## config.mk

```make
export PLATFORM = sky130hd
export DESIGN_NAME = external_pin_interrupts
export DESIGN_NICKNAME = d
export VERILOG_FILES = /design/src/core/ext_irq_pkg.sv /design/src/core/external_pin_interrupts.sv
export VERILOG_INCLUDE_DIRS = /design/src /design/src/core
export SDC_FILE = /design/constraint.sdc
export NUM_CORES = 1
export LEC_CHECK = 0
export ABC_AREA = 1
export BUFFER_PORTS_ARGS = -buffer_cell sky130_fd_sc_hd__buf_4
export CAP_MARGIN = 20
export CORE_UTILIZATION = 50
export CTS_CLUSTER_SIZE = 8
export DETAILED_ROUTE_END_ITERATION = 10
export PLACE_DENSITY = 0.85
export RECOVER_POWER = 100
export SYNTH_ARGS = -nofsm -noshare
export SYNTH_HDL_FRONTEND = slang
export SYNTH_SLANG_ARGS = --single-unit
```

## constraint.sdc

```tcl
create_clock -name clk_i -period 3.3 [get_ports clk_i]
set_input_delay 0.33 -clock clk_i [delete_from_list [all_inputs] [get_ports clk_i]]
set_output_delay 0.33 -clock clk_i [all_outputs]
set_load 0.03 [all_outputs]
```

## src/core/ext_irq_map.svh

```systemverilog
// register offsets, field positions, reset values and timing counts
`ifndef EXT_IRQ_MAP_SVH
`define EXT_IRQ_MAP_SVH

// ----------------------------------------------------------------
// register byte offsets on the wishbone word bus
// ----------------------------------------------------------------
`define OFS_SENSE_CTRL 8'h00
`define OFS_ENABLE_CTRL 8'h04
`define OFS_PENDING 8'h08
`define OFS_STATUS 8'h0C

// ----------------------------------------------------------------
// reset values and writable masks
// ----------------------------------------------------------------
`define SENSE_CTRL_RST 8'h00
`define ENABLE_CTRL_RST 8'h00
`define PENDING_RST 8'h00
`define ENABLE_CTRL_MASK 8'hC0

// ----------------------------------------------------------------
// field positions
// ----------------------------------------------------------------
`define BIT_LINE_ONE 7
`define BIT_LINE_ZERO 6
`define SENSE_ONE_LSB 2
`define SENSE_ZERO_LSB 0
`define STAT_PIN_ZERO 0
`define STAT_PIN_ONE 1
`define STAT_WAKE 2

// ----------------------------------------------------------------
// wake start-up counts in clk_i cycles, one per fuse setting
// ----------------------------------------------------------------
`define STARTUP_CYC_0 11'h010
`define STARTUP_CYC_1 11'h040
`define STARTUP_CYC_2 11'h100
`define STARTUP_CYC_3 11'h400

`endif

```

## src/core/ext_irq_pkg.sv

```systemverilog
// types shared by the external pin interrupt block
package ext_irq_pkg;

  typedef enum logic [1:0] {
    SENSE_LOW,
    SENSE_ANY,
    SENSE_FALL,
    SENSE_RISE
  } sense_mode_t;

  typedef enum logic [1:0] {
    WK_IDLE,
    WK_CHECK,
    WK_START
  } wake_state_t;

endpackage

```

## src/core/external_pin_interrupts.sv

```systemverilog
// two-pin external interrupt controller with wishbone registers
//
// What this block does
// pins fire even when driven as outputs
// low level requests for whole low time
// edges recognised only while io clock runs
// low level detected without io clock
// deep sleep wake needs two watchdog samples
// wake on sampled level or held level
// level gone before start-up: wake, no request
// request needs global and pin enable
// pin sampled first; pulses over one clock caught
// source holds low until instruction completes
// line one sense bits 3:2 decode
// line zero sense bits 1:0 decode
// enable bit 7 line one, 6 line zero
// each line has its own vector request
// pending flag set on every detected edge
// pending, enable, global enable raise request
// pending cleared by vector entry or write one
// pending reads zero in low-level mode
// writing zero leaves pending unchanged
// edge compares current and previous sample
//
// The Wishbone register port and the register offsets were chosen for this implementation.
`timescale 1ns/1ps
`default_nettype none
`include "ext_irq_map.svh"

module external_pin_interrupts
  import ext_irq_pkg::*;
(
  input wire logic clk_i,
  input wire logic rst_i,
  input wire logic wb_cyc_i,
  input wire logic wb_stb_i,
  input wire logic wb_we_i,
  input wire logic [7:0] wb_adr_i,
  input wire logic [3:0] wb_sel_i,
  input wire logic [31:0] wb_dat_i,
  output logic [31:0] wb_dat_o,
  output logic wb_ack_o,
  input wire logic ext_irq_line_zero_i,
  input wire logic ext_irq_line_one_i,
  input wire logic gie_i,
  input wire logic io_clk_run_i,
  input wire logic vec_enter_zero_i,
  input wire logic vec_enter_one_i,
  input wire logic sleep_deep_i,
  input wire logic wdt_tick_i,
  input wire logic [1:0] startup_time_fuses_i,
  output logic irq_req_zero_o,
  output logic irq_req_one_o,
  output logic wake_o
);

  // ----------------------------------------------------------------
  // functions
  // ----------------------------------------------------------------

  // previous versus current sample
  function automatic logic sense_hit(
    input logic [1:0] mode,
    input logic cur,
    input logic prv
  );
    logic hit;
    hit = 1'b0;
    case (sense_mode_t'(mode))
      SENSE_ANY: begin
        hit = cur ^ prv;
      end
      SENSE_FALL: begin
        hit = prv & ~cur;
      end
      SENSE_RISE: begin
        hit = cur & ~prv;
      end
      default: begin
        hit = 1'b0;
      end
    endcase
    return hit;
  endfunction

  function automatic logic is_level(
    input logic [1:0] mode
  );
    return sense_mode_t'(mode) == SENSE_LOW;
  endfunction

  // ----------------------------------------------------------------
  // registers
  // ----------------------------------------------------------------
  logic [7:0] sense_ctrl_ff;
  logic [7:0] enable_ctrl_ff;
  logic [1:0] pend_ff;
  logic [1:0] samp_ff;
  logic [1:0] prev_ff;
  logic ack_ff;
  logic [31:0] rdata_ff;
  logic req_zero_ff;
  logic req_one_ff;
  logic wake_ff;
  wake_state_t state_ff;
  logic [10:0] cnt_ff;

  logic [7:0] nxt_sense_ctrl;
  logic [7:0] nxt_enable_ctrl;
  logic [1:0] nxt_pend;
  logic [31:0] nxt_rdata;
  logic nxt_req_zero;
  logic nxt_req_one;
  logic nxt_wake;
  wake_state_t nxt_state;
  logic [10:0] nxt_cnt;

  // ----------------------------------------------------------------
  // bus decode
  // ----------------------------------------------------------------
  wire bus_req;
  wire bus_wr;
  wire wr_lane0;
  wire sel_sense;
  wire sel_enable;
  wire sel_pend;
  wire sel_status;

  // single cycle answer, dropped the cycle after
  assign bus_req = wb_cyc_i & wb_stb_i & ~ack_ff;
  assign bus_wr = bus_req & wb_we_i;
  assign wr_lane0 = bus_wr & wb_sel_i[0];
  assign sel_sense = wb_adr_i == `OFS_SENSE_CTRL;
  assign sel_enable = wb_adr_i == `OFS_ENABLE_CTRL;
  assign sel_pend = wb_adr_i == `OFS_PENDING;
  assign sel_status = wb_adr_i == `OFS_STATUS;

  // ----------------------------------------------------------------
  // field views
  // ----------------------------------------------------------------
  wire [1:0] mode_zero;
  wire [1:0] mode_one;
  wire en_zero;
  wire en_one;
  wire lvl_zero;
  wire lvl_one;

  // line zero sense field
  assign mode_zero = sense_ctrl_ff[`SENSE_ZERO_LSB +: 2];
  // line one sense field
  assign mode_one = sense_ctrl_ff[`SENSE_ONE_LSB +: 2];
  // per-line enable bits
  assign en_zero = enable_ctrl_ff[`BIT_LINE_ZERO];
  assign en_one = enable_ctrl_ff[`BIT_LINE_ONE];
  assign lvl_zero = is_level(mode_zero);
  assign lvl_one = is_level(mode_one);

  // ----------------------------------------------------------------
  // edge detection
  // ----------------------------------------------------------------
  wire edge_zero;
  wire edge_one;

  // edges only while io clock runs
  // stale samples across a stop may flag one late edge
  assign edge_zero = io_clk_run_i
    & sense_hit(mode_zero, samp_ff[0], prev_ff[0]);
  assign edge_one = io_clk_run_i
    & sense_hit(mode_one, samp_ff[1], prev_ff[1]);

  // ----------------------------------------------------------------
  // level detection
  // ----------------------------------------------------------------
  wire low_zero;
  wire low_one;
  wire wake_low;
  wire lvl_req_zero;
  wire lvl_req_one;

  // raw pin, no io clock needed
  // pin read regardless of its direction
  assign low_zero = lvl_zero & en_zero & ~ext_irq_line_zero_i;
  assign low_one = lvl_one & en_one & ~ext_irq_line_one_i;
  assign wake_low = low_zero | low_one;

  // request for as long as pin stays low
  // masked while asleep; gone level never requests
  assign lvl_req_zero = low_zero & ~sleep_deep_i & ~wake_ff;
  assign lvl_req_one = low_one & ~sleep_deep_i & ~wake_ff;

  // ----------------------------------------------------------------
  // pending flags
  // ----------------------------------------------------------------
  wire [1:0] pend_set;
  wire [1:0] pend_clr;
  wire [1:0] pend_wr;

  // set on each detected edge, never in level mode
  assign pend_set[0] = edge_zero & ~lvl_zero;
  assign pend_set[1] = edge_one & ~lvl_one;

  // only ones in the write clear
  assign pend_wr[0] = wr_lane0 & sel_pend & wb_dat_i[`BIT_LINE_ZERO];
  assign pend_wr[1] = wr_lane0 & sel_pend & wb_dat_i[`BIT_LINE_ONE];

  // vector entry or write one
  assign pend_clr[0] = pend_wr[0] | vec_enter_zero_i;
  assign pend_clr[1] = pend_wr[1] | vec_enter_one_i;

  // set beats a same-cycle clear
  // level mode forces zero
  assign nxt_pend[0] = ~lvl_zero
    & ((pend_ff[0] & ~pend_clr[0]) | pend_set[0]);
  assign nxt_pend[1] = ~lvl_one
    & ((pend_ff[1] & ~pend_clr[1]) | pend_set[1]);

  // ----------------------------------------------------------------
  // control register writes
  // ----------------------------------------------------------------
  assign nxt_sense_ctrl = (wr_lane0 & sel_sense)
    ? wb_dat_i[7:0] : sense_ctrl_ff;
  assign nxt_enable_ctrl = (wr_lane0 & sel_enable)
    ? (wb_dat_i[7:0] & `ENABLE_CTRL_MASK) : enable_ctrl_ff;

  // ----------------------------------------------------------------
  // interrupt requests
  // ----------------------------------------------------------------

  // global and pin enable both needed
  // pending with enables raises request
  // separate request per line
  assign nxt_req_zero = gie_i & en_zero & (pend_ff[0] | lvl_req_zero);
  assign nxt_req_one = gie_i & en_one & (pend_ff[1] | lvl_req_one);

  // ----------------------------------------------------------------
  // read data
  // ----------------------------------------------------------------
  wire [7:0] pend_view;
  wire [7:0] status_view;
  wire [7:0] rd_byte;

  assign pend_view = {pend_ff[1], pend_ff[0], 6'h00};
  assign status_view = {5'h00, wake_ff, samp_ff[1], samp_ff[0]};
  assign rd_byte = sel_sense ? sense_ctrl_ff
    : sel_enable ? enable_ctrl_ff
    : sel_pend ? pend_view
    : sel_status ? status_view
    : 8'h00;
  // unmapped reads give zero, writes are dropped
  assign nxt_rdata = (bus_req & ~wb_we_i)
    ? {24'h000000, rd_byte} : 32'h00000000;

  // ----------------------------------------------------------------
  // wake sequencer
  // ----------------------------------------------------------------
  wire [10:0] startup_cyc;
  wire cnt_done;

  assign startup_cyc = (startup_time_fuses_i == 2'h0) ? `STARTUP_CYC_0
    : (startup_time_fuses_i == 2'h1) ? `STARTUP_CYC_1
    : (startup_time_fuses_i == 2'h2) ? `STARTUP_CYC_2
    : `STARTUP_CYC_3;
  assign cnt_done = cnt_ff == 11'h000;

  always_comb begin
    nxt_state = state_ff;
    nxt_cnt = cnt_ff;
    case (state_ff)
      WK_IDLE: begin
        // first watchdog sample
        if (sleep_deep_i & wdt_tick_i & wake_low) begin
          nxt_state = WK_CHECK;
        end
      end
      WK_CHECK: begin
        if (~sleep_deep_i) begin
          nxt_state = WK_IDLE;
        end else if (wdt_tick_i) begin
          // second sample confirms the level
          if (wake_low) begin
            nxt_state = WK_START;
            nxt_cnt = startup_cyc;
          end else begin
            nxt_state = WK_IDLE;
          end
        end
      end
      WK_START: begin
        // wake runs to end of start-up
        if (cnt_done) begin
          nxt_state = WK_IDLE;
        end else begin
          nxt_cnt = cnt_ff - 11'h001;
        end
      end
      default: begin
        nxt_state = WK_IDLE;
        nxt_cnt = 11'h000;
      end
    endcase
  end

  // wake held until sleep is left
  // wake stays even if the level vanished
  assign nxt_wake = (nxt_state == WK_START)
    | (wake_ff & sleep_deep_i);

  // ----------------------------------------------------------------
  // flip-flops
  // ----------------------------------------------------------------
  always_ff @(posedge clk_i) begin
    if (rst_i) begin
      sense_ctrl_ff <= `SENSE_CTRL_RST;
      enable_ctrl_ff <= `ENABLE_CTRL_RST;
    end else begin
      sense_ctrl_ff <= nxt_sense_ctrl;
      enable_ctrl_ff <= nxt_enable_ctrl;
    end
  end

  always_ff @(posedge clk_i) begin
    if (rst_i) begin
      pend_ff <= 2'h0;
    end else begin
      pend_ff <= nxt_pend;
    end
  end

  // pins sampled before edge compare
  // previous sample kept for compare
  always_ff @(posedge clk_i) begin
    if (rst_i) begin
      samp_ff <= 2'h3;
      prev_ff <= 2'h3;
    end else if (io_clk_run_i) begin
      samp_ff <= {ext_irq_line_one_i, ext_irq_line_zero_i};
      prev_ff <= samp_ff;
    end
  end

  always_ff @(posedge clk_i) begin
    if (rst_i) begin
      ack_ff <= 1'b0;
      rdata_ff <= 32'h00000000;
    end else begin
      ack_ff <= bus_req;
      rdata_ff <= nxt_rdata;
    end
  end

  always_ff @(posedge clk_i) begin
    if (rst_i) begin
      req_zero_ff <= 1'b0;
      req_one_ff <= 1'b0;
    end else begin
      req_zero_ff <= nxt_req_zero;
      req_one_ff <= nxt_req_one;
    end
  end

  always_ff @(posedge clk_i) begin
    if (rst_i) begin
      state_ff <= WK_IDLE;
      cnt_ff <= 11'h000;
      wake_ff <= 1'b0;
    end else begin
      state_ff <= nxt_state;
      cnt_ff <= nxt_cnt;
      wake_ff <= nxt_wake;
    end
  end

  // ----------------------------------------------------------------
  // outputs
  // ----------------------------------------------------------------
  assign wb_ack_o = ack_ff;
  assign wb_dat_o = rdata_ff;
  assign irq_req_zero_o = req_zero_ff;
  assign irq_req_one_o = req_one_ff;
  assign wake_o = wake_ff;

endmodule

`default_nettype wire

```

==> results of run 1 <==
## final cells by class
type,instances,area [µm²]
Tap cell,52,65.06
Timing Repair Buffer,43,277.8
Inverter,42,157.7
Fill cell,410,1779
Clock buffer,5,68.82
Sequential cell,41,820.8
Multi-Input combinational cell,251,1266
Clock inverter,3,68.82
## Yosys cell counts, types with 2 or more instances
library cell,instances,area [µm²]
a21oi_1,17,85.08
a21oi_2,10,87.58
buf_1,3,11.26
buf_4,25,187.7
dfxtp_1,41,820.8
ha_1,10,125.1
inv_1,35,131.4
inv_2,7,26.28
nand2_1,58,217.7
nand2_2,13,81.33
nand3_1,25,125.1
nand3b_1,3,22.52
nand4_1,2,12.51
nor2_1,43,161.4
nor2_2,6,37.54
nor3_1,3,15.01
o211ai_1,3,22.52
o21ai_0,15,75.07
o21ai_1,6,30.03
o22ai_1,3,18.77
## state kept, by name (all words and copies together), names as in the netlist, 2 cells and up
register	cells
samp_ff	2
sense_ctrl_ff	8
pend_ff	2
wb_dat_o	8
prev_ff	2
state_ff	2
enable_ctrl_ff	2
cnt_ff	11
## worst register-to-register path, delay by kind of cell (launching register included)
| kind | cells | cell delay [ns] |
|---|---|---|
| flip-flops | 1 | 0.37 |
| adder cells (fa/ha/maj) | 1 | 0.34 |
| AO/OA/AOI/OAI | 1 | 0.13 |
| AND/OR/NAND/NOR | 3 | 0.80 |
| buffers and inverters | 2 | 0.55 |
## metrics by stage
| stage | hold WS (ns) | power [mW] | area [µm²] |
|---|---|---|---|
| final | 0.2893 | 1.091 | 2725 |
| after global placement | 0.4243 | 0.6117 | 2664 |
| after CTS | 0.2810 | 1.102 | 2801 |
| after floorplan | 0.4160 | 0.5966 | 2504 |
| after detailed placement | 0.4339 | 0.6135 | 2664 |
| after global routing | 0.2940 | 1.125 | 2725 |
## report_power, final
group	internal, mW	switching [mW]
Clock	0.305	0.184
Combinational	0.0332	0.0689
Sequential	0.498	0.00250
Total	0.836	0.256
## worst max path at each step
stage	slack, ns	cells past startpoint	from	end
after floorplan	1.94	6	wb_ack_o	sense_ctrl_ff[4]
after detailed placement	1.64	7	state_ff[0]	cnt_ff[0]
after CTS	1.59	7	state_ff[0]	cnt_ff[0]
after global placement	1.66	7	state_ff[0]	cnt_ff[0]
final	1.06	7	state_ff[0]	cnt_ff[0]
after global routing	0.85	9	cnt_ff[0]	cnt_ff[0]
## kinds of logic after synthesis
kind of cell             Yosys count  share of synthesized area, %
buffers and inverters             73                         15.94
AND/OR/NAND/NOR                  160                         30.59
other                              1                        0.1551
AO/OA/AOI/OAI                     56                         13.82
flip-flops                        41                         33.95
adder cells (fa/ha/maj)           10                         5.176
XOR/XNOR                           1                        0.3624
## layer usage
layer	share of wire (%)	global-route usage [%]	routed length (µm)
met3	5.7	4.501	291
met1	43	22.51	2200
met4	0.77	6.972	39
met2	50	37.78	2542
met5	0	0	0
==> run_results.csv, run 1 <==
group,metric,value,unit
placed_design,dp_slack,1.637,ns
cells_and_area,syn2layout_area_growth,12.73,%
cts,cts_buffer_depth,2,
cts,clockRootBuffer,"clkbuf_8",
power_and_ir_drop,max-vdd-ir-drop,198.1,µV
drt,drc,0,
critical_path,worst_setup_path_end_kind,"register",
critical_path,crit_buf_inv,2,
critical_path,cp.required,3.54,ns
critical_path,critical_path.top_delay_family,"simple AND/OR/NAND/NOR gates",
sta,period_share,67.88,%
sta,final_max_slew_viol_count,0,
global_routing,grt_max_degree,24,
sta,fin_skew,0.004713,ns
critical_path,reg2reg_depth,7,
sta,setup_ws,1.060,ns
synthesis,seq_area_frac_synth,33.95,%
critical_path,cp-start-kind,"register",
synthesis,synthCells,342,
placed_design,dp.cells,429,
cts,cts.reportedPaths.clkPinSlew,0.08,ns
cells_and_area,layout-drive-gt1-share,18.44,%
critical_path,timing.rr.start,"state_ff[0]",
critical_path,cpMaxStageDelayCell,"nand3_1",
placed_design,routabilityCongestion,0.8768,
worst_hold_path,hold_end,"prev_ff[1]",
cts,cts_buffers,5,
critical_path,reg2reg_setup_slack,1.06,ns
global_routing,grt_pass1_vias,1977,
worst_hold_path,hold_start,"io_clk_run_i",
floorplan,start_util,53.67,%
critical_path,rr_endpoint,"cnt_ff[0]",
sta,finalCriticalPeriod,2.240,ns
synthesis,synth_edf_count,0,
critical_path,crit_type,"reg -> reg",
synthesis,synth.distinct_cells,34,
sta,rsz0062_at_grt,"no",
cts,cts-resized-gates,0,
placed_design,dp_hpwl,3813,µm
drt,vias,2216,
power_and_ir_drop,powerDensity,400.5,nW/µm²
outcome,status,"finished, final reports clean",
global_routing,grt_pass1_wl,8148,µm
drt,viasPerCell,5.071,
cts,holdBufCountCts,0,
sta,setup_viol,0,
sta,relSlewSlack,51.31,%
synthesis,async_reset_ff_share,0,%
floorplan,die_x,71.53,µm
synthesis,syn_area_per_cell,7.068,µm²
cts,post_cts_buffers,0,
sta,worst_pin_slew,0.7284,ns
cts,clkSinkCount,41,
drt,routed_wl,5073,µm
placed_design,port_buffers,43,
floorplan,die-area,5117,µm²
cells_and_area,utilization,60.50,%
cells_and_area,nets,453,
floorplan,die_h,71.53,µm
synthesis,ys_dominant_reg_cell,"dfxtp_1",
drt,firstDrtPassIters,4,
sta,hold_violations,0,
synthesis,yosysWarnings,0,
synthesis,netlist_area,2417,µm²
critical_path,crit_arrival,2.48,ns
run,cap_violations,0,
drt,drt-initial-drc-count,86,
sta,max_freq,446.4,MHz
sta,tns,0,ns
worst_hold_path,hp-class,"in -> reg",
global_routing,grtUsageTotal,20.20,%
power_and_ir_drop,leakagePower,1.228,nW
worst_hold_path,hold_depth,2,
floorplan,rows,24,
cts,clk-insertion-delay-late,0.30,ns
drt,post_drt_wl_per_cell,11.61,µm
floorplan,io_pins,95,
critical_path,max_stage_delay,0.53,ns
cts,cts_max_level,2,
critical_path,path_cells,"inv_1 > ha_1 > nand3_2 > nand3_1 > inv_1 > nand3_1 > a21oi_2",
global_routing,overflow,0,
cells_and_area,final_common_cell,"nand2_1",
cells_and_area,final_cell_mix,"nand2_1 (59), nor2_1 (45), dfxtp_1 (41)",
drt,ant_nets,0,
floorplan,core_area,4504,µm²
critical_path,crit_fanout,13,
cells_and_area,stdcell_count,437,
cts,cts_tree,"built",
global_routing,antenna_found_initial,0,
synthesis,ys_seq_elements,41,
cells_and_area,diodes,0,
No activity file was read; power rests on OpenSTA's default activity.
==> run 2, diff against run 1 <==
- CORE_UTILIZATION: 50 -> 49
- PLACE_DENSITY: 0.85 -> 0.83
- clock period: 3.3 -> 2.1 ns (I/O delays scaled with it)
==> run 2 against run 1 <==
Sequential share of layout area decreased by 0.38 points. Final cell count increased by 3.7%. Highest routed layer unchanged. Sequential cell count unchanged.
==> run_results.csv, run 2 (synthesis results as in run 1) <==
group,metric,value,unit
outcome,status,"finished, final reports clean",
cts,cts_buffers,5,
cts,cts_buffer_depth,2,
floorplan,die_x,72.24,µm
critical_path,cp.required,2.29,ns
critical_path,reg2reg_setup_slack,0.36,ns
sta,tns,0,ns
drt,drc,0,
cells_and_area,fill_cells,462,
power_and_ir_drop,powerDensity,628.0,nW/µm²
critical_path,cpMaxStageDelayCell,"dfxtp_1",
sta,max_freq,573.8,MHz
drt,ant_nets,0,
cts,clockRootBuffer,"clkbuf_8",
power_and_ir_drop,max-vdd-ir-drop,257.7,µV
critical_path,worst_setup_path_end_kind,"register",
sta,finalCriticalPeriod,1.743,ns
global_routing,grt_pass1_wl,8845,µm
floorplan,start_util,51.18,%
critical_path,cp.depth,9,
critical_path,critPathCapture,"cnt_ff[7]",
drt,viasPerCell,4.949,
cts,post_cts_buffers,0,
critical_path,crit_arrival,1.94,ns
critical_path,timing.rr.start,"cnt_ff[0]",
sta,period_share,82.99,%
cts,cts_tree,"built",
sta,final_max_slew_viol_count,0,
global_routing,antenna_found_initial,0,
floorplan,die-area,5218,µm²
placed_design,dp_hpwl,3905,µm
cells_and_area,largest_reg_flops,11,
cts,cts-resized-gates,0,
global_routing,grtUsageTotal,21.80,%
cts,holdBufCountCts,0,
cells_and_area,final_cell_mix,"nand2_1 (59), nor2_1 (45), dfxtp_1 (41)",
power_and_ir_drop,total_power,1.734,mW
floorplan,rows,25,
critical_path,cp-start-kind,"register",
sta,fin_skew,0.007447,ns
critical_path,rr_endpoint,"cnt_ff[7]",
global_routing,overflow,0,
sta,setup_viol,0,
cts,cts.reportedPaths.clkPinSlew,0.09,ns
critical_path,reg2reg_depth,9,
placed_design,port_buffers,43,
cells_and_area,diodes,0,
worst_hold_path,hp-class,"in -> reg",
drt,drt-initial-drc-count,111,
cells_and_area,nets,454,
cells_and_area,layout-drive-gt1-share,18.65,%
cells_and_area,stdcell_count,453,
global_routing,grt_max_degree,24,
cts,clk-insertion-delay-late,0.31,ns
placed_design,routabilityCongestion,0.8715,
floorplan,die_h,72.24,µm
run,cap_violations,0,
critical_path,max_stage_delay,0.34,ns
drt,routed_wl,5488,µm
drt,post_drt_wl_per_cell,12.11,µm
cells_and_area,final_common_cell,"nand2_1",
cts,cts_max_level,2,
placed_design,dp.cells,445,
cells_and_area,top_register,"cnt_ff",
cts,clkSinkCount,41,
global_routing,grt_pass1_vias,2040,
critical_path,critical_path.top_delay_family,"simple AND/OR/NAND/NOR gates",
floorplan,core_area,4723,µm²
critical_path,cp-startpoint,"cnt_ff[0]",
sta,rsz0062_at_grt,"no",
critical_path,crit_type,"reg -> reg",
critical_path,crit_buf_inv,2,
cells_and_area,syn2layout_area_growth,14.18,%
critical_path,path_cells,"inv_1 > ha_1 > nand2_1 > nor2_1 > nand3_2 > nand3_4 > inv_1 > nand2_1 > a21oi_1",
floorplan,io_pins,95,
sta,hold_violations,0,
drt,vias,2242,
power_and_ir_drop,leakagePower,1.235,nW
drt,firstDrtPassIters,4,
critical_path,crit_fanout,13,
## run 2: cell count changes in the layout (fill, tap and decap cells not counted), sizes merged
cell,change
buf,+1
## run 2: per-layer routing
metal	up-vias	global-route usage [%]	share of wire [%]
met4	0	12.42	2.7
met3	18	3.750	6.3
met2	87	38.84	50
li1	1128	-	-
met1	1009	24.46	41
met5	-	0	0
## run 2: how the worst min path moves through the flow
stage / cells after the start / to / slack (ns) / from
6_report: 2 / prev_ff[0] / 0.15 / io_clk_run_i
5_1_grt: 3 / samp_ff[0] / 0.17 / ext_irq_line_zero_i
4_1_cts: 2 / prev_ff[0] / 0.15 / io_clk_run_i
3_5_place_dp: 2 / wb_dat_o[4] / 0.43 / sense_ctrl_ff[4]
3_3_place_gp: 2 / wb_dat_o[4] / 0.43 / sense_ctrl_ff[4]
2_1_floorplan: 2 / samp_ff[0] / 0.34 / ext_irq_line_zero_i
## run 2: metrics by stage
step / hold slack, ns / utilization, % / worst slack (ns) / cell area [µm²]
floorplan: 0.3364 / - / 0.7350 / 2504
global placement: 0.4263 / 56.95 / 0.4927 / 2690
detailed placement: 0.4262 / 56.95 / 0.4791 / 2690
CTS: 0.1499 / 59.87 / 0.4528 / 2828
global route: 0.1664 / 58.44 / 0.1892 / 2760
finish: 0.1462 / 58.44 / 0.3573 / 2760
## run 2: area by class of cell
type,count,area [µm²],area share (%)
clock buffers,5,68.82,2.493
clock inverters,3,68.82,2.493
inverters,42,157.7,5.712
multi-input cells,251,1275,46.19
flip-flops and latches,41,820.8,29.74
well taps,67,83.83,3.037
repair buffers,44,285.3,10.34
## run 2: power breakdown
part | total [mW] | switching (mW) | internal [mW]
clock | 0.786 | 0.308 | 0.479
combinational | 0.161 | 0.109 | 0.0524
sequential | 0.786 | 0.00334 | 0.783
## run 2: worst reg2reg max path: cells and delay by family (launching register included)
family,cells,cell delay [ns]
AND/OR/NAND/NOR,5,0.67
buffers and inverters,2,0.36
flip-flops,1,0.34
adder cells (fa/ha/maj),1,0.21
AO/OA/AOI/OAI,1,0.06
